<file path="src/tsc_pkg.sv">
// constants and carrier types for the temperature monitor setup and event block
// assumes a 16-bit register port fed by the serial bus engine, pointer in 4 bits
package tsc_pkg;

  // register pointers
  localparam logic [3:0] ADDR_CAP = 4'h0;
  localparam logic [3:0] ADDR_SETUP = 4'h1;
  localparam logic [3:0] ADDR_HIGH = 4'h2;
  localparam logic [3:0] ADDR_LOW = 4'h3;
  localparam logic [3:0] ADDR_CRIT = 4'h4;
  localparam logic [3:0] ADDR_AMB = 4'h5;

  // setup register field positions
  localparam int B_HYST_HI = 10;
  localparam int B_HYST_LO = 9;
  localparam int B_HALT = 8;
  localparam int B_CRIT_LOCK = 7;
  localparam int B_WIN_LOCK = 6;
  localparam int B_INT_CLR = 5;
  localparam int B_EVT_STAT = 4;
  localparam int B_EVT_EN = 3;
  localparam int B_EVT_SEL = 2;
  localparam int B_EVT_POL = 1;
  localparam int B_EVT_MODE = 0;

  // capability register: only the alarm bit is kept here
  localparam logic [15:0] CAP_VALUE = 16'h0001;

  // limit registers keep bits 12..2, quarter degree steps
  localparam int LIM_MSB = 12;
  localparam int LIM_LSB = 2;
  localparam logic [10:0] LIM_RESET = 11'h000;

  // ambient register: flags on top, 13 bits of sixteenth degree data
  localparam int AMB_CRIT_POS = 15;
  localparam int AMB_HIGH_POS = 14;
  localparam int AMB_LOW_POS = 13;
  localparam logic [12:0] AMB_RESET = 13'h0000;

  // release margins in quarter degrees
  localparam logic [1:0] HYST_NONE = 2'h0;
  localparam logic [1:0] HYST_1P5 = 2'h1;
  localparam logic [1:0] HYST_3P0 = 2'h2;
  localparam logic [1:0] HYST_6P0 = 2'h3;
  localparam logic signed [11:0] MARGIN_NONE = 12'sh000;
  localparam logic signed [11:0] MARGIN_1P5 = 12'sh006;
  localparam logic signed [11:0] MARGIN_3P0 = 12'sh00c;
  localparam logic signed [11:0] MARGIN_6P0 = 12'sh018;

  typedef struct packed {
    logic [1:0] hyst;
    logic halt;
    logic crit_lock;
    logic win_lock;
    logic evt_en;
    logic evt_sel;
    logic evt_pol;
    logic evt_mode;
  } tsc_cfg_t;

  localparam tsc_cfg_t CFG_RESET = '{hyst: 2'h0, halt: 1'b0, crit_lock: 1'b0, win_lock: 1'b0,
                                     evt_en: 1'b0, evt_sel: 1'b0, evt_pol: 1'b0, evt_mode: 1'b0};

  typedef struct packed {
    logic crit;
    logic high;
    logic low;
  } tsc_flags_t;

  localparam tsc_flags_t FLAGS_RESET = 3'h0;

endpackage : tsc_pkg

</file>
<file path="src/tsc_setup_regs.sv">
// setup register, limit registers, ambient register and event control
// assumes the serial engine gives one-cycle read and write strobes on a pointer
`timescale 1ns/100ps
`default_nettype none
// Contract
// - bits 10:9 pick release margin none, 1.5, 3.0 or 6.0 degrees
// - margin writes ignored while either lock is set
// - bit 8 halts conversions; ambient keeps last converted value
// - halted: conversion off, registers usable, event deasserted
// - halt cannot be set while locked, may be cleared while locked
// - bit 7 blocks critical limit writes, sticky until reset
// - bit 6 blocks high and low limit writes, sticky until reset
// - writing 1 to bit 5 clears interrupt; reads zero
// - clear written while halted is applied after halt ends
// - bit 4 reads event asserted, zero while halted
// - bit 3 enables the event output
// - enable, polarity and mode writes ignored while locked
// - bit 2 selects critical-only events; frozen while window locked
// - bit 1 gives active-high event when set, active-low when clear
// - bit 0 selects interrupt mode when set, comparator when clear
// - event settings writable while halted, output stays deasserted
// - capability alarm bit always reads one
// - bits 15:11 read zero; all fields zero after reset
// - flags: reading at or above critical, above high, below low
// - enabled event asserts when reading leaves the limits
module tsc_setup_regs (
  // clock and reset
  input wire logic clk,
  input wire logic rst_n,
  // register port from the serial engine
  input wire logic [3:0] reg_addr,
  input wire logic reg_wr,
  input wire logic [15:0] reg_wdata,
  input wire logic reg_rd,
  output logic [15:0] reg_rdata,
  output logic reg_hit,
  // converter
  input wire logic [12:0] conv_data,
  input wire logic conv_valid,
  output logic conv_run,
  // event pin
  output logic evt_pin
);

  tsc_pkg::tsc_cfg_t cfg;
  tsc_pkg::tsc_flags_t raw;
  tsc_pkg::tsc_flags_t held;
  logic [10:0] high_lim;
  logic [10:0] low_lim;
  logic [10:0] crit_lim;
  logic [12:0] amb;
  logic locked;
  logic wr_setup;
  logic int_clr;
  logic cond;
  logic evt_stat;
  logic [15:0] next_rdata;
  logic next_hit;

  // lock state before this write decides what the write may touch
  assign locked = cfg.crit_lock | cfg.win_lock;
  assign wr_setup = reg_wr & (reg_addr == tsc_pkg::ADDR_SETUP);

  // margin selector
  always_ff @(posedge clk or negedge rst_n) begin
    if (!rst_n) begin
      cfg.hyst <= tsc_pkg::CFG_RESET.hyst;
    end else if (wr_setup && !locked) begin
      cfg.hyst <= reg_wdata[tsc_pkg::B_HYST_HI:tsc_pkg::B_HYST_LO];
    end
  end

  // halt: setting refused while locked, clearing always taken
  always_ff @(posedge clk or negedge rst_n) begin
    if (!rst_n) begin
      cfg.halt <= tsc_pkg::CFG_RESET.halt;
    end else if (wr_setup) begin
      if (!reg_wdata[tsc_pkg::B_HALT]) begin
        cfg.halt <= 1'b0;
      end else if (!locked) begin
        cfg.halt <= 1'b1;
      end
    end
  end

  // locks only ever set by software; reset is the sole way out
  always_ff @(posedge clk or negedge rst_n) begin
    if (!rst_n) begin
      cfg.crit_lock <= tsc_pkg::CFG_RESET.crit_lock;
      cfg.win_lock <= tsc_pkg::CFG_RESET.win_lock;
    end else if (wr_setup) begin
      cfg.crit_lock <= cfg.crit_lock | reg_wdata[tsc_pkg::B_CRIT_LOCK];
      cfg.win_lock <= cfg.win_lock | reg_wdata[tsc_pkg::B_WIN_LOCK];
    end
  end

  // event enable, polarity and mode
  always_ff @(posedge clk or negedge rst_n) begin
    if (!rst_n) begin
      cfg.evt_en <= tsc_pkg::CFG_RESET.evt_en;
      cfg.evt_pol <= tsc_pkg::CFG_RESET.evt_pol;
      cfg.evt_mode <= tsc_pkg::CFG_RESET.evt_mode;
    end else if (wr_setup && !locked) begin
      cfg.evt_en <= reg_wdata[tsc_pkg::B_EVT_EN];
      cfg.evt_pol <= reg_wdata[tsc_pkg::B_EVT_POL];
      cfg.evt_mode <= reg_wdata[tsc_pkg::B_EVT_MODE];
    end
  end

  // source select is frozen by the window lock alone
  always_ff @(posedge clk or negedge rst_n) begin
    if (!rst_n) begin
      cfg.evt_sel <= tsc_pkg::CFG_RESET.evt_sel;
    end else if (wr_setup && !cfg.win_lock) begin
      cfg.evt_sel <= reg_wdata[tsc_pkg::B_EVT_SEL];
    end
  end

  // clear is a strobe, never stored as a field
  assign int_clr = wr_setup & reg_wdata[tsc_pkg::B_INT_CLR];

  // high and low limits behind the window lock
  always_ff @(posedge clk or negedge rst_n) begin
    if (!rst_n) begin
      high_lim <= tsc_pkg::LIM_RESET;
      low_lim <= tsc_pkg::LIM_RESET;
    end else if (reg_wr && !cfg.win_lock) begin
      if (reg_addr == tsc_pkg::ADDR_HIGH) begin
        high_lim <= reg_wdata[tsc_pkg::LIM_MSB:tsc_pkg::LIM_LSB];
      end
      if (reg_addr == tsc_pkg::ADDR_LOW) begin
        low_lim <= reg_wdata[tsc_pkg::LIM_MSB:tsc_pkg::LIM_LSB];
      end
    end
  end

  // critical limit behind its own lock
  always_ff @(posedge clk or negedge rst_n) begin
    if (!rst_n) begin
      crit_lim <= tsc_pkg::LIM_RESET;
    end else if (reg_wr && !cfg.crit_lock && reg_addr == tsc_pkg::ADDR_CRIT) begin
      crit_lim <= reg_wdata[tsc_pkg::LIM_MSB:tsc_pkg::LIM_LSB];
    end
  end

  // ambient reading: results arriving in halt are dropped, last value kept
  always_ff @(posedge clk or negedge rst_n) begin
    if (!rst_n) begin
      amb <= tsc_pkg::AMB_RESET;
    end else if (conv_valid && !cfg.halt) begin
      amb <= conv_data;
    end
  end

  // converter runs only outside halt
  assign conv_run = ~cfg.halt;

  // comparisons on quarter degrees; finer ambient bits are dropped
  tsc_limit_cmp u_cmp (
    .clk(clk),
    .rst_n(rst_n),
    .amb_q(amb[12:2]),
    .high_q(high_lim),
    .low_q(low_lim),
    .crit_q(crit_lim),
    .hyst(cfg.hyst),
    .raw(raw),
    .held(held)
  );

  // source selection for the event
  assign cond = cfg.evt_sel ? held.crit : (held.crit | held.high | held.low);

  tsc_event_out u_evt (
    .clk(clk),
    .rst_n(rst_n),
    .cfg(cfg),
    .int_clr(int_clr),
    .cond(cond),
    .evt_pin(evt_pin),
    .evt_stat(evt_stat)
  );

  // read mux; unmapped pointers give zero and no hit
  always_comb begin
    next_rdata = 16'h0000;
    next_hit = 1'b1;
    unique case (reg_addr)
      tsc_pkg::ADDR_CAP: begin
        next_rdata = tsc_pkg::CAP_VALUE;
      end
      tsc_pkg::ADDR_SETUP: begin
        next_rdata[tsc_pkg::B_HYST_HI:tsc_pkg::B_HYST_LO] = cfg.hyst;
        next_rdata[tsc_pkg::B_HALT] = cfg.halt;
        next_rdata[tsc_pkg::B_CRIT_LOCK] = cfg.crit_lock;
        next_rdata[tsc_pkg::B_WIN_LOCK] = cfg.win_lock;
        next_rdata[tsc_pkg::B_EVT_STAT] = evt_stat;
        next_rdata[tsc_pkg::B_EVT_EN] = cfg.evt_en;
        next_rdata[tsc_pkg::B_EVT_SEL] = cfg.evt_sel;
        next_rdata[tsc_pkg::B_EVT_POL] = cfg.evt_pol;
        next_rdata[tsc_pkg::B_EVT_MODE] = cfg.evt_mode;
      end
      tsc_pkg::ADDR_HIGH: begin
        next_rdata[tsc_pkg::LIM_MSB:tsc_pkg::LIM_LSB] = high_lim;
      end
      tsc_pkg::ADDR_LOW: begin
        next_rdata[tsc_pkg::LIM_MSB:tsc_pkg::LIM_LSB] = low_lim;
      end
      tsc_pkg::ADDR_CRIT: begin
        next_rdata[tsc_pkg::LIM_MSB:tsc_pkg::LIM_LSB] = crit_lim;
      end
      tsc_pkg::ADDR_AMB: begin
        next_rdata[12:0] = amb;
        next_rdata[tsc_pkg::AMB_CRIT_POS] = raw.crit;
        next_rdata[tsc_pkg::AMB_HIGH_POS] = raw.high;
        next_rdata[tsc_pkg::AMB_LOW_POS] = raw.low;
      end
      default: begin
        next_hit = 1'b0;
      end
    endcase
  end

  // read data captured on the read strobe and held until the next one
  always_ff @(posedge clk or negedge rst_n) begin
    if (!rst_n) begin
      reg_rdata <= 16'h0000;
      reg_hit <= 1'b0;
    end else if (reg_rd) begin
      reg_rdata <= next_rdata;
      reg_hit <= next_hit;
    end
  end

endmodule : tsc_setup_regs
`default_nettype wire

</file>
<file path="src/tsc_limit_cmp.sv">
// limit comparisons of the ambient reading, raw and with release margin
// assumes limits and reading are stable two's complement quarter degree values
`timescale 1ns/100ps
`default_nettype none
module tsc_limit_cmp (
  // clock and reset
  input wire logic clk,
  input wire logic rst_n,
  // values
  input wire logic signed [10:0] amb_q,
  input wire logic signed [10:0] high_q,
  input wire logic signed [10:0] low_q,
  input wire logic signed [10:0] crit_q,
  input wire logic [1:0] hyst,
  // results
  output tsc_pkg::tsc_flags_t raw,
  output tsc_pkg::tsc_flags_t held
);

  logic signed [11:0] margin;
  logic signed [11:0] amb_x;
  logic signed [11:0] high_x;
  logic signed [11:0] low_x;
  logic signed [11:0] crit_x;

  // widen by one bit so the margin can never wrap a limit
  assign amb_x = {amb_q[10], amb_q};
  assign high_x = {high_q[10], high_q};
  assign low_x = {low_q[10], low_q};
  assign crit_x = {crit_q[10], crit_q};

  // margin lookup
  always_comb begin
    unique case (hyst)
      tsc_pkg::HYST_NONE: margin = tsc_pkg::MARGIN_NONE;
      tsc_pkg::HYST_1P5: margin = tsc_pkg::MARGIN_1P5;
      tsc_pkg::HYST_3P0: margin = tsc_pkg::MARGIN_3P0;
      tsc_pkg::HYST_6P0: margin = tsc_pkg::MARGIN_6P0;
    endcase
  end

  // raw comparisons, unaffected by event settings
  always_comb begin
    raw.crit = (amb_x >= crit_x);
    raw.high = (amb_x > high_x);
    raw.low = (amb_x < low_x);
  end

  // held high and low flags set on the raw trip, release only past the margin; crit follows raw
  always_ff @(posedge clk or negedge rst_n) begin
    if (!rst_n) begin
      held <= tsc_pkg::FLAGS_RESET;
    end else begin
      held.crit <= raw.crit;
      if (raw.high) begin
        held.high <= 1'b1;
      end else if (amb_x <= high_x - margin) begin
        held.high <= 1'b0;
      end
      if (raw.low) begin
        held.low <= 1'b1;
      end else if (amb_x >= low_x + margin) begin
        held.low <= 1'b0;
      end
    end
  end

endmodule : tsc_limit_cmp
`default_nettype wire

</file>
<file path="src/tsc_event_out.sv">
// event pin driver: comparator or latched interrupt, polarity, shutdown gating
// assumes cfg comes straight from the setup register and int_clr is one cycle
`timescale 1ns/100ps
`default_nettype none
module tsc_event_out (
  // clock and reset
  input wire logic clk,
  input wire logic rst_n,
  // control
  input wire tsc_pkg::tsc_cfg_t cfg,
  input wire logic int_clr,
  input wire logic cond,
  // results
  output logic evt_pin,
  output logic evt_stat
);

  logic cond_prev;
  logic latch;
  logic clr_pend;
  logic clr_now;
  logic set_now;
  logic asserted;

  // a clear written in shutdown waits for normal operation
  assign clr_now = (int_clr | clr_pend) & ~cfg.halt;
  assign set_now = cfg.evt_en & cond & ~cond_prev;

  always_ff @(posedge clk or negedge rst_n) begin
    if (!rst_n) begin
      cond_prev <= 1'b0;
    end else begin
      cond_prev <= cond;
    end
  end

  // pending clear held across shutdown
  always_ff @(posedge clk or negedge rst_n) begin
    if (!rst_n) begin
      clr_pend <= 1'b0;
    end else if (cfg.halt) begin
      clr_pend <= clr_pend | int_clr;
    end else begin
      clr_pend <= 1'b0;
    end
  end

  // interrupt latch, a new trip beats a clear in the same cycle
  always_ff @(posedge clk or negedge rst_n) begin
    if (!rst_n) begin
      latch <= 1'b0;
    end else if (set_now) begin
      latch <= 1'b1;
    end else if (clr_now) begin
      latch <= 1'b0;
    end
  end

  // shutdown and disable force the deasserted level
  assign asserted = cfg.evt_en & ~cfg.halt & (cfg.evt_mode ? latch : cond);

  // pin and status registered together so they never disagree
  always_ff @(posedge clk or negedge rst_n) begin
    if (!rst_n) begin
      evt_pin <= 1'b1;
      evt_stat <= 1'b0;
    end else begin
      evt_pin <= cfg.evt_pol ? asserted : ~asserted;
      evt_stat <= asserted;
    end
  end

endmodule : tsc_event_out
`default_nettype wire

</file>
<file path="config.mk">
export PLATFORM = sky130hd
export DESIGN_NAME = tsc_setup_regs
export DESIGN_NICKNAME = d
export VERILOG_FILES = /design/src/tsc_pkg.sv /design/src/tsc_setup_regs.sv /design/src/tsc_limit_cmp.sv /design/src/tsc_event_out.sv
export SDC_FILE = /design/constraint.sdc
export NUM_CORES = 1
export LEC_CHECK = 0
export ABC_AREA = 0
export BUFFER_PORTS_ARGS = -buffer_cell sky130_fd_sc_hd__buf_2
export CORE_MARGIN = 4
export CORE_UTILIZATION = 59
export CTS_BUF_LIST = sky130_fd_sc_hd__clkbuf_8 sky130_fd_sc_hd__clkbuf_16
export DETAILED_ROUTE_END_ITERATION = 6
export PLACE_DENSITY = 0.83
export SYNTH_ARGS = -nofsm -noshare
export SYNTH_HDL_FRONTEND = slang
export SYNTH_SLANG_ARGS = --single-unit
</file>
<file path="constraint.sdc">
create_clock -name clk -period 3.8 [get_ports clk]
set_clock_uncertainty 0.1 [all_clocks]
set_input_delay 0.19 -clock clk [delete_from_list [all_inputs] [get_ports clk]]
set_output_delay 0.19 -clock clk [all_outputs]
set_load 0.01 [all_outputs]
</file>
==> qor.yml, run 1 <==
status: "finished clean"
peakVddDrop_uv: 323
totalWireLength_mm: 13.0
syn_area_mm2: 0.00514
ys_top_cells_by_area: "dfrtp_1, ha_1, mux2_2"
grt_usage_pct: 26.7
cp.arrival_ps: 3680
async_flop_share_pct: 100
syn_area_per_cell_um2: 10.7
final_hold_viol_count: 0
critPathKind: "reg2reg"
cap_viol_max_count: 0
htree_levels: 3
p_per_area_mw_per_mm2: 636
period_share_pct: 92.1
leakage_nw: 2.79
clock_latency_ps: 370
die_w_um: 101
period_needed_ps: 3500
post_drt_wl_per_cell_um: 19.5
nets: 659
rsz0062_at_grt: "no"
synth_top_cell_area_share_pct: 38.5
initial_utilization_pct: 61.6
num_rows: 33
reg2reg_slack_ps: 300
grt_pass1_vias: 4234
timing.fmax_mhz: 286
die_h_um: 101
worst-path-max-fanout: 5
portBuffers: 53
ys_ff_latch: 80
seq_area_frac_synth_pct: 39.0
first_pass_iters: 7
worstHoldStart: "reg_wdata[9]"
clockRootBuffer: "clkbuf_8"
drv_slew: 0
synth-edff-count: 0
ys_types: 49
vias: 4057
cts_made_buffers: 9
diodes: 0
final_common_cell: "dfrtp_1"
area_growth_pct: 15.6
synth_warnings: 0
reg2reg_depth: 14
min_path_cells: 2
timing.rr.end: "u_cmp.held[0]$_DFFE_PN0P_"
synth_nets: 586
dieArea_mm2: 0.0103
core-area_mm2: 0.00834
tightest_slew_ps: 1020
grt_max_degree: 81
cp-end-kind: "flip-flop"
max-slew-margin-rel_pct: 32.0
grt_antenna_before_repair: 0
fillers: 608
min-delay-path-class: "in2reg"
drc_errors: 0
required_ps: 3980
drt-initial-drc-count: 292
finalSetupViolCount: 0
dp_hpwl_mm: 9.39
synth_ff_type: "dfrtp_1"
multi_input_area_mm2: 0.00289
post_cts_buffers: 0
grt_pass1_wl_mm: 20.9
startpoint_type: "flip-flop"
gr-total-overflow: 0
io_pins: 57
post-synth-top-area-cell: "dfrtp_1"
finalSetupTns_ps: 0
hold_path_end: "high_lim[7]$_DFFE_PN0P_"
viasPerCell: 6.12
postSynthCellCount: 480
cts_tree: "yes"
ctsLongestPathBuffers: 2
p_total_mw: 3.78
place_congestion: 0.979
regArea_mm2: 0.00200
reg2reg_from: "cfg[7]$_DFFE_PN0P_"
cts_sinks: 80
final_cell_mix: "dfrtp_1, ha_1, buf_2"
drtAntennaViolNets: 0
cts.reportedPaths.clkPinSlew_ps: 90
layout-drive-gt1-share_pct: 24.4
-- what timing repair did --
item / CTS / global route
hold endpoints to repair: 101 / 0
resized for setup: 0 / 1
endpoints found under the setup margin: 0 / 1
hold buffers: 20 / 0
-- cell usage after synthesis, types with 8 or more instances --
cell type / instances
a222oi_1: 8
nor2b_1: 10
mux2_2: 49
dfrtp_1: 79
a22oi_1: 9
a21oi_1: 21
nand2_1: 18
nor2_1: 19
clkbuf_1: 11
o21ai_0: 16
inv_1: 49
a31oi_1: 10
xnor2_1: 14
ha_1: 66
nand4_1: 9
-- power breakdown --
group / internal, mW / switching, mW
Sequential: 1.06 / 0.296
Combinational: 0.822 / 0.879
Clock: 0.391 / 0.325
Total: 2.28 / 1.50
-- logic make-up after synthesis --
family	synth area share (%)
multiplexers	12.4
AO/OA/AOI/OAI	14.3
buffers and inverters	5.04
flip-flops	39.0
adder cells (fa/ha/maj)	16.9
AND/OR/NAND/NOR	9.38
XOR/XNOR	3.07
-- flip-flops by register name, indices dropped and copies added, names as in the netlist --
signal           count
amb                 13
cfg                  9
crit_lim            11
high_lim            11
low_lim             11
reg_hit              1
reg_rdata           16
u_cmp.held           3
u_evt.clr_pend       1
u_evt.cond_prev      1
u_evt.evt_pin        1
u_evt.evt_stat       1
u_evt.latch          1
-- worst max-delay path: stages (launching register included) --
cell	delay [ps]
dfrtp_1	460
inv_1	80
ha_1	310
inv_1	100
fa_1	440
a21o_1	170
a21oi_1	200
nand2b_1	190
o21ai_0	120
ha_1	300
nor3b_1	180
o21ai_0	130
a2111oi_1	390
o211ai_1	140
o211ai_1	110
-- cell type report --
type,instances,area share [%]
multi-input cells,335,48.6
flip-flops and latches,80,33.7
repair buffers,78,8.51
inverters,49,3.10
clock buffers,10,2.32
well taps,105,2.21
clock inverters,6,1.52
-- metrics by stage --
stage          cells  setup WS, ps  hold WS, ps  util (%)  area, um2
4_1_cts          663           290        0.331      71.2       5940
6_report         663           300         3.51      71.2       5940
3_3_place_gp     627           394          301      66.1       5510
2_1_floorplan    480           666         -206         -       5140
3_5_place_dp     627           336          311      66.1       5510
5_1_grt          663          38.0         7.51      71.2       5940
-- worst max path at each step --
stage | start | end | cells past startpoint
floorplan | cfg[7]$_DFFE_PN0P_ | u_cmp.held[0]$_DFFE_PN0P_ | 14
global placement | cfg[7]$_DFFE_PN0P_ | u_cmp.held[0]$_DFFE_PN0P_ | 14
detailed placement | cfg[7]$_DFFE_PN0P_ | u_cmp.held[0]$_DFFE_PN0P_ | 14
CTS | cfg[7]$_DFFE_PN0P_ | u_cmp.held[0]$_DFFE_PN0P_ | 14
global route | cfg[7]$_DFFE_PN0P_ | u_cmp.held[0]$_DFFE_PN0P_ | 14
finish | cfg[7]$_DFFE_PN0P_ | u_cmp.held[0]$_DFFE_PN0P_ | 14
-- metal layers --
metal / share of wire [%] / GRT usage [%]
met1: 44 / 34.6
met2: 48 / 44.4
met3: 5.6 / 5.99
met4: 2.4 / 8.59
met5: 0 / 0
Note: power is estimated with default switching activity, not from simulation.
==> run 2, diff against run 1 <==
--- a/config.mk
+++ b/config.mk
@@ -6,11 +6,11 @@
 export NUM_CORES = 1
 export LEC_CHECK = 0
 export ABC_AREA = 0
-export BUFFER_PORTS_ARGS = -buffer_cell sky130_fd_sc_hd__buf_2
 export CORE_MARGIN = 4
-export CORE_UTILIZATION = 59
+export CORE_UTILIZATION = 64
 export CTS_BUF_LIST = sky130_fd_sc_hd__clkbuf_8 sky130_fd_sc_hd__clkbuf_16
 export DETAILED_ROUTE_END_ITERATION = 6
+export DONT_BUFFER_PORTS = 1
 export PLACE_DENSITY = 0.83
 export SYNTH_ARGS = -nofsm -noshare
 export SYNTH_HDL_FRONTEND = slang
==> run 2 against run 1 <==
Net effect: non-clock buffer count fell by 43; clock power down 7.0%; global-route usage up 1.7 points; setup slack lost 13 ps; total power shrank 1.6%; die area fell by 7.2%; cell area is 2.9% lower.
==> qor.yml, run 2 (synthesis results as in run 1) <==
dp_hpwl_mm: 9.28
max_stage_delay_ps: 470
largest_reg_flops: 16
status: "finished clean"
timing.fmax_mhz: 285
power.switching_mw: 1.52
place_congestion: 0.995
drv_slew: 0
final_hold_viol_count: 0
cp_cell_sequence: "ha_1 -> inv_1 -> fa_1 -> a21o_1 -> a21oi_1 -> nand2b_1 -> nor2_1 -> xnor2_1 -> ha_1 -> and4_1 -> a2111oi_0 -> o211ai_1 -> o211ai_1"
post_drt_wl_per_cell_um: 20.9
setup_slack_ps: 287
first_pass_iters: 5
cap_viol_max_count: 0
leakage_nw: 2.60
cp.arrival_ps: 3690
cts_sinks: 80
grt_pass1_vias: 4186
drtAntennaViolNets: 0
finalSetupViolCount: 0
dp_slack_ps: 319
area_growth_pct: 12.3
ctsLongestPathBuffers: 2
initial_utilization_pct: 66.1
layout-drive-gt1-share_pct: 16.7
swShare_pct: 40.8
core-area_mm2: 0.00777
wl_met2_mm: 6.18
io_pins: 57
required_ps: 3980
clockRootBuffer: "clkbuf_8"
period_needed_ps: 3510
nets: 616
die_w_um: 97.6
worstHoldStart: "reg_addr[3]"
totalWireLength_mm: 12.9
cts_made_buffers: 9
num_rows: 32
cts.reportedPaths.clkPinSlew_ps: 80
p_int_mw: 2.20
final_cell_mix: "dfrtp_1, ha_1, inv_1, mux2_2, dlygate4sd3_1"
slowest_stage: "dfrtp_1"
cts_tree: "yes"
final_common_cell: "dfrtp_1"
period_share_pct: 92.5
drc_errors: 0
grt_antenna_before_repair: 0
fin_area_mm2: 0.00577
top_regs: "reg_rdata: 16 flops, amb: 13 flops"
pwr-share-seq_pct: 37.3
critPathKind: "reg2reg"
htree_levels: 3
regMostFlops: "reg_rdata"
startpoint_type: "flip-flop"
path_delay_family: "adder cells"
portBuffers: 0
reg2reg_from: "cfg[8]$_DFFE_PN0P_"
tightest_slew_ps: 1200
grt_pass1_wl_mm: 21.4
startpoint: "cfg[8]$_DFFE_PN0P_"
p_total_mw: 3.72
min-delay-path-class: "in2reg"
dieArea_mm2: 0.00952
worst-path-max-fanout: 5
grt_max_degree: 81
p_per_area_mw_per_mm2: 645
wl_met1_mm: 5.13
drt-initial-drc-count: 409
die_h_um: 97.6
critPathBufInv: 1
p_comb_share_pct: 44.8
grt_usage_pct: 28.3
finalSetupTns_ps: 0
wl_met3_mm: 1.08
peakVddDrop_uv: 428
clock_latency_ps: 370
gr-total-overflow: 0
dpl_cell_area_mm2: 0.00524
post_cts_buffers: 0
pwr-share-clk_pct: 17.9
vias: 4056
max-slew-margin-rel_pct: 19.6
cp-end-kind: "flip-flop"
top_layer: "met4"
diodes: 0
fin_cells: 617
dp.cells: 571
viasPerCell: 6.57
rsz0062_at_grt: "no"
-- run 2: cell types whose count changed in the layout (fill, tap and decap cells not counted), sizes merged --
cell | before | now
buf | 58 | 6
dlygate4sd3 | 20 | 29
bufinv | 2 | 1
clkinvlp | 0 | 2
clkinv | 1 | 0
-- run 2: final timing paths --
path                                        endpoint  slack, ps  cells past startpoint
min                              reg_hit$_DFFE_PN0P_         40                      2
min in group asynchronous     low_lim[3]$_DFFE_PN0P_        330                      2
max                        u_cmp.held[0]$_DFFE_PN0P_        290                     13
max reg2reg                u_cmp.held[0]$_DFFE_PN0P_        290                     13
max in group asynchronous         cfg[7]$_DFFE_PN0P_       2940                      2
min reg2reg                 u_evt.clr_pend$_DFF_PN0_        390                      2
-- run 2: metal layers --
| metal | vias up | GRT usage [%] |
|---|---|---|
| met5 | - | 0 |
| met4 | 0 | 12.0 |
| met3 | 52 | 7.47 |
| met2 | 201 | 45.5 |
| met1 | 1987 | 36.1 |
| li1 | 1816 | - |
-- run 2: what timing repair did --
| item | CTS | global route |
|---|---|---|
| endpoints found under the setup margin | 0 | 1 |
| resized for setup | 0 | 2 |
| endpoints found under the hold margin | 153 | 0 |
| hold buffers | 30 | 0 |
-- run 2: metrics by stage --
stage / hold slack [ps] / util, %
after floorplan: -206 / -
after global placement: -204 / 67.4
after detailed placement: -204 / 67.4
after CTS: 36.9 / 74.2
after global routing: 52.0 / 74.2
final: 41.1 / 74.2
-- run 2: area by class of cell --
type,instances,area (um2)
clock inverters,6,71.3
repair buffers,35,355
multi-input cells,335,2890
flip-flops and latches,80,2000
well taps,102,128
clock buffers,10,138
fillers,501,2000
inverters,49,184
-- run 2: worst register-to-register path: stages, from the launching register on --
cell	delay, ps
dfrtp_1	470
ha_1	350
inv_1	120
fa_1	450
a21o_1	180
a21oi_1	210
nand2b_1	190
nor2_1	70
xnor2_1	120
ha_1	300
and4_1	220
a2111oi_0	400
o211ai_1	150
o211ai_1	110
-- run 2: power groups by stage --
| stage | Sequential, mW | Combinational (mW) | Clock, mW |
|---|---|---|---|
| after floorplan | 1.26 | 1.25 | 0 |
| after global placement | 1.37 | 1.46 | 0 |
| after detailed placement | 1.38 | 1.57 | 0 |
| after CTS | 1.37 | 1.65 | 0.670 |
| after global routing | 1.41 | 1.88 | 0.714 |
| final | 1.39 | 1.67 | 0.666 |
